File: src/inc/spread_pkg.sv
// Constants and carrier types for the return link spreading chain.
package spread_pkg;

    localparam logic [7:0] ADR_CTRL = 8'h00;
    localparam logic [7:0] ADR_CODE = 8'h04;
    localparam logic [7:0] ADR_SCR  = 8'h08;
    localparam logic [7:0] ADR_STAT = 8'h0C;

    localparam int EN_POS   = 0;
    localparam int GAIN_POS = 4;
    localparam int SF_POS   = 8;
    localparam int KI_POS   = 0;
    localparam int KQ_POS   = 8;
    localparam int IDX_POS  = 0;
    localparam int PHS_POS  = 8;
    localparam int RUN_POS  = 16;

    localparam logic       EN_RST   = 1'b0;
    localparam logic [3:0] GAIN_RST = 4'hF;
    localparam logic [3:0] SF_RST   = 4'h0;
    localparam logic [3:0] SF_MAX   = 4'h8;
    localparam logic [7:0] K_RST    = 8'h00;
    localparam logic [23:0] NUM_RST = 24'h000000;

    localparam logic [1:0] CHIP_CLKS = 2'h2;
    localparam logic signed [5:0] AMP_FULL = 6'sh0F;
    localparam logic [7:0] IDX_LAST = 8'hFF;

    localparam int NTAPS = 9;
    localparam logic signed [7:0] RRC_TAP [NTAPS] = '{
        8'sh03, -8'sh09, -8'sh03, 8'sh29, 8'sh44, 8'sh29, -8'sh03, -8'sh09, 8'sh03
    };

    typedef struct packed {
        logic signed [5:0] re;
        logic signed [5:0] im;
    } chip_s;

    typedef struct packed {
        logic       en;
        logic [3:0] gain;
        logic [3:0] sf_log2;
    } cfg_s;

endpackage : spread_pkg

File: src/rtl/return_spread_scramble.sv
// Spreading, gain weighting, scrambling and shaping of the dedicated channels.
// Contract
// Bit zero maps to +1, bit one maps to -1, before spreading.
// Data uses the in-phase code, control uses the quadrature code.
// Control chips are weighted by a gain chosen by a 4-bit value.
// Gain v gives ratio v/15; zero switches control branch off.
// Both branches form one complex stream scrambled, aligned to frames.
// All dedicated channels on one carrier share one scrambling sequence.
// Code picked by spreading factor and index below it; root code is +1.
// Leftmost code element goes out first in time.
// Scrambling code is a short code repeating every 256 chips.
// Code number is 24 bits split into low, middle and high bytes.
// Quaternary z is a plus twice b plus twice d, modulo 4.
// Initial a, b and d are loaded from code number bits.
// a recursion uses taps three, five, six, seven and eight back.
// b recursion uses taps one, three, seven and eight back.
// d recursion uses taps one, three, four and eight back.
// Sequence extended to 256 chips by repeating chip zero.
// Quaternary values map to first and second binary sequences by table.
// Complex chip uses first chip, alternating phase, second chip at even index.
// Real part drives the in-phase rail, imaginary the quadrature rail.
// Chips are shaped by root raised cosine with roll-off 0.22.
// Each code c spawns children c,c and c,-c at double length.
// Generators reload and chip index clears at every frame start.
//
// Our own choices: register access over Wishbone and the placing of the registers.
module return_spread_scramble (
    input  wire logic        clk_i,
    input  wire logic        rst_i,
    input  wire logic        wb_cyc_i,
    input  wire logic        wb_stb_i,
    input  wire logic        wb_we_i,
    input  wire logic [7:0]  wb_adr_i,
    input  wire logic [3:0]  wb_sel_i,
    input  wire logic [31:0] wb_dat_i,
    output logic [31:0]      wb_dat_o,
    output logic             wb_ack_o,
    input  wire logic        frame_start_i,
    input  wire logic        data_bit_i,
    input  wire logic        ctrl_bit_i,
    output logic             bit_take_o,
    output logic signed [15:0] tx_i_o,
    output logic signed [15:0] tx_q_o,
    output logic             tx_valid_o
);

    ////////////////////////////////////////////////////////////////////////////
    // Register file.

    spread_pkg::cfg_s cfg_q;
    spread_pkg::cfg_s cfg_d;
    logic [7:0]  ki_q;
    logic [7:0]  ki_d;
    logic [7:0]  kq_q;
    logic [7:0]  kq_d;
    logic [23:0] num_q;
    logic [23:0] num_d;
    logic        ack_d;
    logic [31:0] dat_d;
    logic        wr;
    logic [3:0]  sf_wr;

    logic [1:0]  div_q;
    logic [1:0]  div_d;
    logic        stb_q;
    logic        stb_d;
    logic        take_d;
    logic [7:0]  idx_q;
    logic [7:0]  idx_d;
    logic [7:0]  pos_q;
    logic [7:0]  pos_d;
    logic        dhold_q;
    logic        dhold_d;
    logic        chold_q;
    logic        chold_d;
    logic        c2h_q;
    logic        c2h_d;
    spread_pkg::chip_s chip_q;
    spread_pkg::chip_s chip_d;

    assign wr = wb_cyc_i && wb_stb_i && wb_we_i && wb_ack_o;
    assign sf_wr = (wb_dat_i[spread_pkg::SF_POS +: 4] > spread_pkg::SF_MAX)
                 ? spread_pkg::SF_MAX : wb_dat_i[spread_pkg::SF_POS +: 4];

    always_comb begin
        cfg_d = cfg_q;
        ki_d  = ki_q;
        kq_d  = kq_q;
        num_d = num_q;
        ack_d = wb_cyc_i && wb_stb_i && !wb_ack_o;
        dat_d = 32'h00000000;
        if (wr && wb_adr_i == spread_pkg::ADR_CTRL) begin
            if (wb_sel_i[0]) begin
                cfg_d.en   = wb_dat_i[spread_pkg::EN_POS];
                cfg_d.gain = wb_dat_i[spread_pkg::GAIN_POS +: 4];
            end
            if (wb_sel_i[1]) begin
                cfg_d.sf_log2 = sf_wr;
            end
        end
        if (wr && wb_adr_i == spread_pkg::ADR_CODE) begin
            if (wb_sel_i[0]) begin
                ki_d = wb_dat_i[spread_pkg::KI_POS +: 8];
            end
            if (wb_sel_i[1]) begin
                kq_d = wb_dat_i[spread_pkg::KQ_POS +: 8];
            end
        end
        if (wr && wb_adr_i == spread_pkg::ADR_SCR) begin
            for (int y = 0; y < 3; y++) begin
                if (wb_sel_i[y]) begin
                    num_d[8 * y +: 8] = wb_dat_i[8 * y +: 8];
                end
            end
        end
        if (ack_d) begin
            case (wb_adr_i)
                spread_pkg::ADR_CTRL: begin
                    dat_d[spread_pkg::EN_POS]        = cfg_q.en;
                    dat_d[spread_pkg::GAIN_POS +: 4] = cfg_q.gain;
                    dat_d[spread_pkg::SF_POS +: 4]   = cfg_q.sf_log2;
                end
                spread_pkg::ADR_CODE: begin
                    dat_d[spread_pkg::KI_POS +: 8] = ki_q;
                    dat_d[spread_pkg::KQ_POS +: 8] = kq_q;
                end
                spread_pkg::ADR_SCR: begin
                    dat_d[23:0] = num_q;
                end
                spread_pkg::ADR_STAT: begin
                    dat_d[spread_pkg::IDX_POS +: 8] = idx_q;
                    dat_d[spread_pkg::PHS_POS +: 8] = pos_q;
                    dat_d[spread_pkg::RUN_POS]      = cfg_q.en;
                end
                default: begin
                    dat_d = 32'h00000000;
                end
            endcase
        end
    end

    always_ff @(posedge clk_i) begin
        if (rst_i) begin
            cfg_q    <= '{en: spread_pkg::EN_RST, gain: spread_pkg::GAIN_RST, sf_log2: spread_pkg::SF_RST};
            ki_q     <= spread_pkg::K_RST;
            kq_q     <= spread_pkg::K_RST;
            num_q    <= spread_pkg::NUM_RST;
            wb_ack_o <= 1'b0;
            wb_dat_o <= 32'h00000000;
        end else begin
            cfg_q    <= cfg_d;
            ki_q     <= ki_d;
            kq_q     <= kq_d;
            num_q    <= num_d;
            wb_ack_o <= ack_d;
            wb_dat_o <= dat_d;
        end
    end

    ////////////////////////////////////////////////////////////////////////////
    // Chip timing and symbol position.

    logic       restart;
    logic       last_pos;
    logic [7:0] sf_mask;

    assign restart  = frame_start_i || !cfg_q.en;
    assign sf_mask  = 8'((9'h001 << cfg_q.sf_log2) - 9'h001);
    assign last_pos = pos_q == sf_mask;

    always_comb begin
        div_d  = div_q;
        stb_d  = 1'b0;
        idx_d  = idx_q;
        pos_d  = pos_q;
        take_d = 1'b0;
        if (restart) begin
            div_d = 2'h0;
            idx_d = 8'h00;
            pos_d = 8'h00;
        end else begin
            div_d  = (div_q == spread_pkg::CHIP_CLKS - 2'h1) ? 2'h0 : div_q + 2'h1;
            stb_d  = div_q == spread_pkg::CHIP_CLKS - 2'h1;
            take_d = stb_d && pos_d == 8'h00;
            if (stb_q) begin
                idx_d = idx_q + 8'h01;
                pos_d = last_pos ? 8'h00 : pos_q + 8'h01;
                take_d = stb_d && pos_d == 8'h00;
            end
        end
    end

    always_ff @(posedge clk_i) begin
        if (rst_i) begin
            div_q      <= 2'h0;
            stb_q      <= 1'b0;
            idx_q      <= 8'h00;
            pos_q      <= 8'h00;
            bit_take_o <= 1'b0;
        end else begin
            div_q      <= div_d;
            stb_q      <= stb_d;
            idx_q      <= idx_d;
            pos_q      <= pos_d;
            bit_take_o <= take_d;
        end
    end

    ////////////////////////////////////////////////////////////////////////////
    // Orthogonal tree codes.

    logic [7:0] kri;
    logic [7:0] krq;
    logic [7:0] rev_i;
    logic [7:0] rev_q;
    logic       code_i_neg;
    logic       code_q_neg;

    for (genvar b = 0; b < 8; b++) begin : g_rev
        assign kri[b] = ki_q[7 - b];
        assign krq[b] = kq_q[7 - b];
    end

    assign rev_i = kri >> (4'h8 - cfg_q.sf_log2);
    assign rev_q = krq >> (4'h8 - cfg_q.sf_log2);
    assign code_i_neg = ^(pos_q & rev_i);
    assign code_q_neg = ^(pos_q & rev_q);

    ////////////////////////////////////////////////////////////////////////////
    // Scrambling code.

    logic scr_load;
    logic c1n;
    logic c2n;
    logic c2e;

    assign scr_load = restart || (stb_q && idx_q == spread_pkg::IDX_LAST);

    scramble_gen u_scr (
        .clk_i    (clk_i),
        .rst_i    (rst_i),
        .load_i   (scr_load),
        .step_i   (stb_q),
        .last_i   (idx_q == spread_pkg::IDX_LAST),
        .num_i    (num_q),
        .c1_neg_o (c1n),
        .c2_neg_o (c2n)
    );

    assign c2e = idx_q[0] ? c2h_q : c2n;

    ////////////////////////////////////////////////////////////////////////////
    // Mapping, spreading, weighting and complex scrambling.

    logic              dsym;
    logic              csym;
    logic              i_neg;
    logic              q_neg;
    logic              cr_neg;
    logic              ci_neg;
    logic signed [5:0] ival;
    logic signed [5:0] qval;
    logic signed [5:0] gmag;

    assign dsym = (pos_q == 8'h00) ? data_bit_i : dhold_q;
    assign csym = (pos_q == 8'h00) ? ctrl_bit_i : chold_q;
    assign i_neg = dsym ^ code_i_neg;
    assign q_neg = csym ^ code_q_neg;
    assign gmag = 6'(cfg_q.gain);
    assign ival = i_neg ? -spread_pkg::AMP_FULL : spread_pkg::AMP_FULL;
    assign qval = q_neg ? -gmag : gmag;
    assign cr_neg = c1n ^ c2e;
    assign ci_neg = cr_neg ^ idx_q[0];

    always_comb begin
        dhold_d = dhold_q;
        chold_d = chold_q;
        c2h_d   = c2h_q;
        chip_d  = '0;
        if (stb_q) begin
            dhold_d = dsym;
            chold_d = csym;
            if (!idx_q[0]) begin
                c2h_d = c2n;
            end
            chip_d.re = (cr_neg ? -ival : ival) - (ci_neg ? -qval : qval);
            chip_d.im = (ci_neg ? -ival : ival) + (cr_neg ? -qval : qval);
        end
    end

    always_ff @(posedge clk_i) begin
        if (rst_i) begin
            dhold_q <= 1'b0;
            chold_q <= 1'b0;
            c2h_q   <= 1'b0;
            chip_q  <= '0;
        end else begin
            dhold_q <= dhold_d;
            chold_q <= chold_d;
            c2h_q   <= c2h_d;
            chip_q  <= chip_d;
        end
    end

    ////////////////////////////////////////////////////////////////////////////
    // Pulse shaping.

    rrc_shaper u_rrc (
        .clk_i   (clk_i),
        .rst_i   (rst_i),
        .en_i    (cfg_q.en),
        .chip_i  (chip_q),
        .i_o     (tx_i_o),
        .q_o     (tx_q_o),
        .valid_o (tx_valid_o)
    );
endmodule : return_spread_scramble

File: src/rtl/scramble_gen.sv
// Short scrambling code generator with one-chip extension.
module scramble_gen (
    input  wire logic        clk_i,
    input  wire logic        rst_i,
    input  wire logic        load_i,
    input  wire logic        step_i,
    input  wire logic        last_i,
    input  wire logic [23:0] num_i,
    output logic             c1_neg_o,
    output logic             c2_neg_o
);

    logic [1:0] a_q [8];
    logic [1:0] a_d [8];
    logic [7:0] b_q;
    logic [7:0] b_d;
    logic [7:0] d_q;
    logic [7:0] d_d;
    logic [1:0] z0_q;
    logic [1:0] z0_d;
    logic [1:0] z;

    always_comb begin
        a_d  = a_q;
        b_d  = b_q;
        d_d  = d_q;
        z0_d = z0_q;
        if (load_i) begin
            a_d[0] = {num_i[0], 1'b1};
            for (int j = 1; j < 8; j++) begin
                a_d[j] = {num_i[j], 1'b0};
            end
            b_d  = num_i[15:8];
            d_d  = num_i[23:16];
            z0_d = {num_i[0] ^ num_i[8] ^ num_i[16], 1'b1};
        end else if (step_i) begin
            for (int j = 0; j < 7; j++) begin
                a_d[j] = a_q[j + 1];
            end
            a_d[7] = 2'(3 * a_q[5] + a_q[3] + 3 * a_q[2] + 2 * a_q[1] + 3 * a_q[0]);
            b_d = {b_q[7] ^ b_q[5] ^ b_q[1] ^ b_q[0], b_q[7:1]};
            d_d = {d_q[7] ^ d_q[5] ^ d_q[4] ^ d_q[0], d_q[7:1]};
        end
    end

    always_ff @(posedge clk_i) begin
        if (rst_i) begin
            a_q  <= '{default: 2'h0};
            b_q  <= 8'h00;
            d_q  <= 8'h00;
            z0_q <= 2'h0;
        end else begin
            a_q  <= a_d;
            b_q  <= b_d;
            d_q  <= d_d;
            z0_q <= z0_d;
        end
    end

    assign z = last_i ? z0_q : {a_q[0][1] ^ b_q[0] ^ d_q[0], a_q[0][0]};
    assign c1_neg_o = z[1] ^ z[0];
    assign c2_neg_o = z[1];

endmodule : scramble_gen

File: src/rtl/rrc_shaper.sv
// Root raised cosine pulse shaper at two samples per chip.
module rrc_shaper (
    input  wire logic                  clk_i,
    input  wire logic                  rst_i,
    input  wire logic                  en_i,
    input  wire spread_pkg::chip_s     chip_i,
    output logic signed [15:0]         i_o,
    output logic signed [15:0]         q_o,
    output logic                       valid_o
);

    spread_pkg::chip_s sh_q [spread_pkg::NTAPS];
    logic signed [13:0] pr [spread_pkg::NTAPS];
    logic signed [13:0] pi [spread_pkg::NTAPS];
    logic signed [15:0] sr;
    logic signed [15:0] si;

    for (genvar t = 0; t < spread_pkg::NTAPS; t++) begin : g_tap
        assign pr[t] = sh_q[t].re * spread_pkg::RRC_TAP[t];
        assign pi[t] = sh_q[t].im * spread_pkg::RRC_TAP[t];
    end

    always_comb begin
        sr = 16'sh0000;
        si = 16'sh0000;
        for (int t = 0; t < spread_pkg::NTAPS; t++) begin
            sr = sr + 16'(pr[t]);
            si = si + 16'(pi[t]);
        end
    end

    always_ff @(posedge clk_i) begin
        if (rst_i) begin
            sh_q    <= '{default: '0};
            i_o     <= 16'sh0000;
            q_o     <= 16'sh0000;
            valid_o <= 1'b0;
        end else begin
            sh_q[0] <= chip_i;
            for (int t = 1; t < spread_pkg::NTAPS; t++) begin
                sh_q[t] <= sh_q[t - 1];
            end
            i_o     <= sr;
            q_o     <= si;
            valid_o <= en_i;
        end
    end

endmodule : rrc_shaper

File: config.mk
export PLATFORM = sky130hd
export DESIGN_NAME = return_spread_scramble
export DESIGN_NICKNAME = d
export VERILOG_FILES = /design/src/inc/spread_pkg.sv /design/src/rtl/return_spread_scramble.sv /design/src/rtl/scramble_gen.sv /design/src/rtl/rrc_shaper.sv
export SDC_FILE = /design/constraint.sdc
export NUM_CORES = 1
export LEC_CHECK = 0
export BUFFER_PORTS_ARGS = -buffer_cell sky130_fd_sc_hd__buf_2
export CELL_PAD_IN_SITES_DETAIL_PLACEMENT = 1
export CELL_PAD_IN_SITES_GLOBAL_PLACEMENT = 1
export CORE_UTILIZATION = 32
export DETAILED_ROUTE_END_ITERATION = 7
export PLACE_DENSITY_LB_ADDON = 0.1
export SLEW_MARGIN = 10
export SYNTH_ARGS = -nofsm -noshare
export SYNTH_HDL_FRONTEND = slang
export SYNTH_SLANG_ARGS = --single-unit
File: constraint.sdc
create_clock -name clk_i -period 11.9 [get_ports clk_i]
set_clock_uncertainty 0.1 [all_clocks]
set_input_delay 0.595 -clock clk_i [delete_from_list [all_inputs] [get_ports clk_i]]
set_output_delay 0.595 -clock clk_i [all_outputs]
set_load 0.1 [all_outputs]
Word-level counts from Yosys, hierarchy flattened
Index checks and enable logic that the tools add are counted.

Eq/ne operators: 6. Shift operators: 3. Multiply operators: 21. Bitwise logic cells: 20. Muxes and demuxes: 24. Order comparisons: 1. $add $sub $neg: 30. Reduce and logical (&&, ||, !) cells: 33.

Operators by type and width (number): multiplier 6 x 3 -> 9 bit, second input constant (8); adder 16 x 13 -> 16 bit (4); adder 16 x 9 -> 16 bit (4); multiplier 6 x 7 -> 13 bit, second input constant (4); multiplier 6 x 5 -> 11 bit, second input constant (4); 2-to-1 mux 8 bit (5); 2-to-1 mux 6 bit (6); adder 16 x 11 -> 16 bit (2); adder 16 x 14 -> 16 bit (2); 2-to-1 mux 16 bit (2); case mux 8 bit (4 select lines) (1); adder 12 x 9 -> 13 bit (2); adder 9 x 11 -> 12 bit (2); zero test 8 bit (3); multiplier 6 x 6 -> 12 bit, second input constant (2); adder 8 x 1 -> 8 bit, second input constant (2); AND 8 bit (2); equality test 8 x 4 -> 1 bit, second input constant (2); parity 8 bit (2); >> shifter 8 x 4 -> 8 bit (2); bitwise XOR 1 bit (15); AND reduction 2 bit (7); negator 6 bit (2); case mux 4 bit (3 select lines) (1); other kinds (27) (52).

Input port bits: 52. Output and inout bits: 67. Logic and storage cells: 199. Bits in registers: 292.

Depth between registers and ports, before layout
Depth after elaboration: 9. Mapped depth: 38. Gate-level depth less buffers: 38.

Modules after synthesis
Synthesis repeated with hierarchy kept, for this count alone.

Cell total of the unflattened synthesis: 2649. Area total of the unflattened synthesis: 26236.4 µm².

Modules (own cells, without submodules): rrc_shaper (sequential area each 2822.7 µm², area each 18122.4 µm², instances 1, cells each 1766); return_spread_scramble (sequential area each 2162.1 µm², area each 6366.1 µm², instances 1, cells each 722); scramble_gen (sequential area each 680.7 µm², area each 1747.9 µm², instances 1, cells each 161).

Worst setup path after synthesis
No wires, ideal clock.

Kind: register to register. Start point: reg u_rrc.sh_q[92] in the netlist's numbering. End point: reg u_rrc.i_o[13]. Buffers on the path: 0. Slack: 2.652 ns. Arrival: 9.021 ns. Cell stages (with the launch flop): 34. Period minus slack after synthesis: 9.248 ns. Setup time: 0.128 ns. Data required time: 11.672 ns. Path through: dfxtp_1 -> inv_1 -> fa_1 -> inv_1 -> ha_1 -> fa_1 -> fa_1 -> fa_1 -> ha_1 -> a21o_1 -> a21oi_1 -> xnor2_1 -> fa_1 -> fa_1 -> inv_1 -> fa_1 -> inv_1 -> fa_1 -> inv_1 -> fa_1 -> fa_1 -> fa_1 -> inv_1 -> ha_1 -> nor2b_1 -> o21ai_0 -> a21boi_0 -> o21ai_0 -> a21boi_0 -> o21ai_0 -> nand2b_1 -> a311oi_1 -> xor2_1 -> nor2_1.

Cells in the longest elaborated chain, start to end: 9.

RTL lines: from (decl) (RTL line rrc_shaper.sv:12) `spread_pkg::chip_s sh_q [spread_pkg::NTAPS];`; from (signal, indexed assignment) (RTL line rrc_shaper.sv:41) `sh_q[t] <= sh_q[t - 1];`; multiplier 6 x 5 -> 11 bit (RTL line rrc_shaper.sv:19) `assign pr[t] = sh_q[t].re * spread_pkg::RRC_TAP[t];`; adder 9 x 11 -> 12 bit (RTL line rrc_shaper.sv:27) `sr = sr + 16'(pr[t]);`; adder 12 x 9 -> 13 bit (RTL line rrc_shaper.sv:27); adder 16 x 13 -> 16 bit (RTL line rrc_shaper.sv:27); adder 16 x 14 -> 16 bit (RTL line rrc_shaper.sv:27); adder 16 x 13 -> 16 bit (RTL line rrc_shaper.sv:27); adder 16 x 9 -> 16 bit (RTL line rrc_shaper.sv:27); adder 16 x 11 -> 16 bit (RTL line rrc_shaper.sv:27); adder 16 x 9 -> 16 bit (RTL line rrc_shaper.sv:27); to (signal assigned) (RTL line rrc_shaper.sv:43) `i_o <= sr;`; to (decl) (RTL line rrc_shaper.sv:7) `output logic signed [15:0] i_o,`.

Every way passes these cells. A chain may end at the register's enable or synchronous reset.

Final worst setup path
Start point: reg u_rrc.sh_q[84] in the netlist's numbering. End point: reg u_rrc.q_o[15].

Cells in the longest elaborated chain, start to end: 9.

RTL lines: multiplier 6 x 5 -> 11 bit (RTL line rrc_shaper.sv:20) `assign pi[t] = sh_q[t].im * spread_pkg::RRC_TAP[t];`; adder 9 x 11 -> 12 bit (RTL line rrc_shaper.sv:28) `si = si + 16'(pi[t]);`; adder 12 x 9 -> 13 bit (RTL line rrc_shaper.sv:28); adder 16 x 13 -> 16 bit (RTL line rrc_shaper.sv:28); adder 16 x 14 -> 16 bit (RTL line rrc_shaper.sv:28); adder 16 x 13 -> 16 bit (RTL line rrc_shaper.sv:28); adder 16 x 9 -> 16 bit (RTL line rrc_shaper.sv:28); adder 16 x 11 -> 16 bit (RTL line rrc_shaper.sv:28); adder 16 x 9 -> 16 bit (RTL line rrc_shaper.sv:28); to (signal assigned) (RTL line rrc_shaper.sv:44) `q_o <= si;`; to (decl) (RTL line rrc_shaper.sv:8) `output logic signed [15:0] q_o,`.

Every way passes these cells.

==> metrics list <==
- Die boundary width: 279 um
* Worst ir drop on vdd: 0.0000850 V
- At the end of routability-driven placement, the weighted congestion stood at 0.772.
- For this configuration, the core starts out at a cell density of 32.3%.
* Setup repair after global routing missed its margin: false
* Sum Neg Setup Slack: 0 ns
* DP Wirelength: 46,800 um
- First-iteration detailed-routing DRC count: 406
- Buffer levels on the longest clock path: 3
- Number of clock buffers inserted by TritonCTS: 39
* Net count reported at finish: 3,326
- Total Die Area: 0.0778 sq mm
- Summed over all layers, the routed wires come to 58,300 um.
- Max-cap violations in this run came to 0.
* Root buffer cell: clkbuf_16
- Worst-Skew Late Latency: 0.56 ns
- Internal power consumption: 1690 uW
- After synthesis the netlist holds a flip-flop and latch count of 273.
* Max Fclk: 0.0979 GHz
* Register Area: 0.00547 sq mm
- Transition time at the pin with the least slew margin: 1.07 ns
* H-tree levels: 2
- The via count of the first global-routing pass is 18.8k.
- For the worst flop-to-flop path, the logic depth is 30.
- Pin placement for this block handled 119 I/O pins.
- Summing every instance area after synthesis gives 0.0245 sq mm.
* Number of fillers in the final layout: 8,665
* Hold Path Class: in2reg
- After technology mapping, the gate count stands at 2,567.
- Yosys mapped a number of flops with a built-in enable equal to 0.
* Worst Setup Start Kind: flop
* Total via count after detailed routing: 16.5k
- Number of clock sinks: 273
* Setup CP Type: reg2reg
- Post-CTS setup buffer count: 0
- YS warnings: 0
- For this run, the share of the core covered by cells in the final layout is 36.2%.
* DR WL/cell: 15.7 um
- Sequential element share of the synthesized area: 22.3%
- The total overflow left after global routing is 0.
- Across every metal layer, demand over resource in global routing totals 15.7%.
- In the final layout, the multi-input gates occupy 0.0163 sq mm.
* Most used cells in the layout excluding fill and tap cells: 656 x inv_1, 322 x ha_1, 298 x fa_1
- CP peak stage delay: 0.58 ns
* Number of cells in the design after placement: 3,643
* CTS tree: done
- Switching power of the nets: 547 uW
- Commonest non-fill, non-tap cell in the layout: inv_1
* Static leakage: 0.0136 uW
* Met3 layer usage reported by global route: 1.87%
* Count of antenna-violating nets left after detailed routing: 0
- Final number of hold-violating endpoints: 0
* Cell variety after synth: 71
- Antenna cell count: 0
- After synthesis, the share of flip-flops with an asynchronous set or reset is 0%.
- CTS Hold Buffers Added: 0
- Hold timing on the final database bottoms out at a slack of 0.177 ns.
- The post-route netlist has 8.23% of its cells at a drive strength greater than 1.
- Compared with the post-synthesis result, the final layout area differs by 12.0%.
- For this run, the detailed router's first-pass iteration total came to 4.
- Of all nets on the critical path, the largest fanout is 8.
- By instance count, the cell type seen most on the critical path is fa_1.
- Power Density: 81.6 mW/mm^2
- Endpoint arrival time on the critical path: 10.53 ns
* Total DRC errors in the routed layout: 0
* Pin count of the biggest net entering global routing: 89
- The initialized floorplan defines 101 standard-cell rows.
* Crit-path slowest cell: fa_1
* Top Usage Layer GRT: met2
- Worst hold path cell count: 3
* Period utilisation layout: 85.9%
- Clock transition at the register clock pins on the worst setup and hold paths after CTS: 0.06 ns
* Post-detailed-route via-to-cell ratio: 4.44
* Met2 demand-to-capacity share in global routing: 27.7%
- Of the total power, combinational logic draws 4.3%.
- At the worst endpoint, the required time is 12.21 ns.
- Portion of total power attributed to the clock network: 54.8%
- The initial antenna violation count is 1.
- In this run the tightest slew margin relative to its limit is 28.5%.
- Final setup violation count: 0
- Wire length of the first global-routing pass: 97,900 um
- The most used flip-flop cell after synthesis is dfxtp_1.
* Part of the power in registers: 40.9%
* GR Util met1: 20.2%
- Post-route minimum period: 10.22 ns
- The count of final max-slew check failures was 0.
* Switching part of the total power: 24.4%
* Avg Cell Area, Syn: 9.56 sq um
* Vertical die dimension: 279 um
- After floorplanning, the core was sized to cover 0.0759 sq mm.
- STA classifies the critical path endpoint as a flop.
- Final Instance Count excl. Fillers: 3,714
- The run finished with clean final reports.
- Count of instances resized after the clock tree is built: 0
- Number of input and output port buffers inserted: 101
==> cells in the mapped netlist, types with 3 or more instances <==
library cell	number	share of area, %
a211o_1	5	0.18
a211oi_1	28	0.86
a21boi_0	6	0.18
a21o_1	17	0.52
a21oi_1	57	1.2
a22oi_1	7	0.21
and2_1	11	0.28
and3_1	18	0.46
buf_1	4	0.061
buf_2	3	0.061
buf_4	12	0.37
clkbuf_1	55	0.84
dfxtp_1	273	22
fa_1	298	24
ha_1	322	16
inv_1	656	10
mux2_2	8	0.37
mux2i_1	97	4.0
mux4_2	15	1.4
nand2_1	72	1.1
nand2b_1	23	0.59
nand3_1	10	0.20
nand3b_1	3	0.092
nand4_1	11	0.28
nor2_1	211	3.2
nor2b_1	77	2.0
nor3_1	28	0.57
nor3b_1	7	0.21
nor4_1	7	0.18
o211ai_1	4	0.12
o21a_1	3	0.092
o21ai_0	43	0.88
o21bai_1	5	0.15
o22ai_1	3	0.077
o41ai_1	3	0.11
or3_1	13	0.33
or3b_2	5	0.18
xnor2_1	74	2.6
xor2_1	34	1.2
==> cells by family after synthesis <==
group,synth area share [%]
compound gates,5.17
buf+inv,11.4
flops,22.3
other cells,0.0306
simple gates,10.2
xor+xnor,4.39
mux,5.81
fa+ha+maj,40.7
==> power groups by stage <==
stage	clock network, uW	registers (uW)	logic, uW
after CTS	1290	916	99.1
final	1230	916	96.8
after global routing	1320	915	108
after detailed placement	0	936	98.8
after floorplan	0	942	67.5
after global placement	0	936	96.6
==> sequential cells by signal, summed over array words and instances (netlist names), 2 cells and up <==
| register | flops |
|---|---|
| kq_q | 8 |
| ki_q | 8 |
| num_q | 24 |
| u_rrc.i_o | 15 |
| cfg_q | 9 |
| chip_q | 11 |
| u_scr.b_q | 8 |
| wb_dat_o | 24 |
| div_q | 2 |
| u_scr.z0_q | 2 |
| pos_q | 8 |
| idx_q | 8 |
| u_scr.a_q | 16 |
| u_scr.d_q | 8 |
| u_rrc.sh_q | 99 |
| u_rrc.q_o | 16 |
==> through the flow <==
stage / total power, uW / setup WS, ns / cell area [sq um]
after floorplan: 1010 / 2.65 / 24600
after global placement: 1030 / 1.68 / 26100
after detailed placement: 1030 / 1.51 / 26100
after CTS: 2300 / 1.47 / 27500
after global routing: 2340 / 0.922 / 27500
final: 2240 / 1.68 / 27500
==> final cells by class <==
cell class	instances	share of cell area, %
well taps	1030	4.69
multi-input cells	1571	59.4
clock buffers	49	3.87
inverters	656	8.97
flip-flops and latches	273	19.9
repair buffers	113	2.20
clock inverters	22	0.980
==> routing by layer <==
metal	vias to the layer above	share of wire (%)
met5	-	0.014
met4	2	2.0
met3	73	2.9
met2	173	49
met1	8158	46
li1	8100	-
==> worst max-delay path: cells and delay by family (launching register included) <==
| family | cells | cell delay (ns) |
|---|---|---|
| xor gates and xnor gates | 2 | 0.35 |
| and+or+nand+nor | 2 | 0.21 |
| AOI/OAI and AO/OA | 9 | 2.28 |
| DFF | 1 | 0.44 |
| adders and majority gates | 14 | 6.51 |
| buffers and inverters | 3 | 0.18 |
==> path summary, 6_finish.rpt <==
check | from | end | slack (ns)
setup / recovery | u_rrc.sh_q[84]$_SDFF_PP0_ | u_rrc.q_o[15]$_SDFF_PP0_ | 1.68
hold reg to reg | chip_q[3]$_SDFF_PP0_ | u_rrc.sh_q[99]$_SDFF_PP0_ | 0.33
hold / removal | wb_dat_i[18] | num_q[18]$_SDFFE_PP0P_ | 0.18
setup reg to reg | u_rrc.sh_q[84]$_SDFF_PP0_ | u_rrc.q_o[15]$_SDFF_PP0_ | 1.68
No activity file was read; power rests on OpenSTA's default activity.
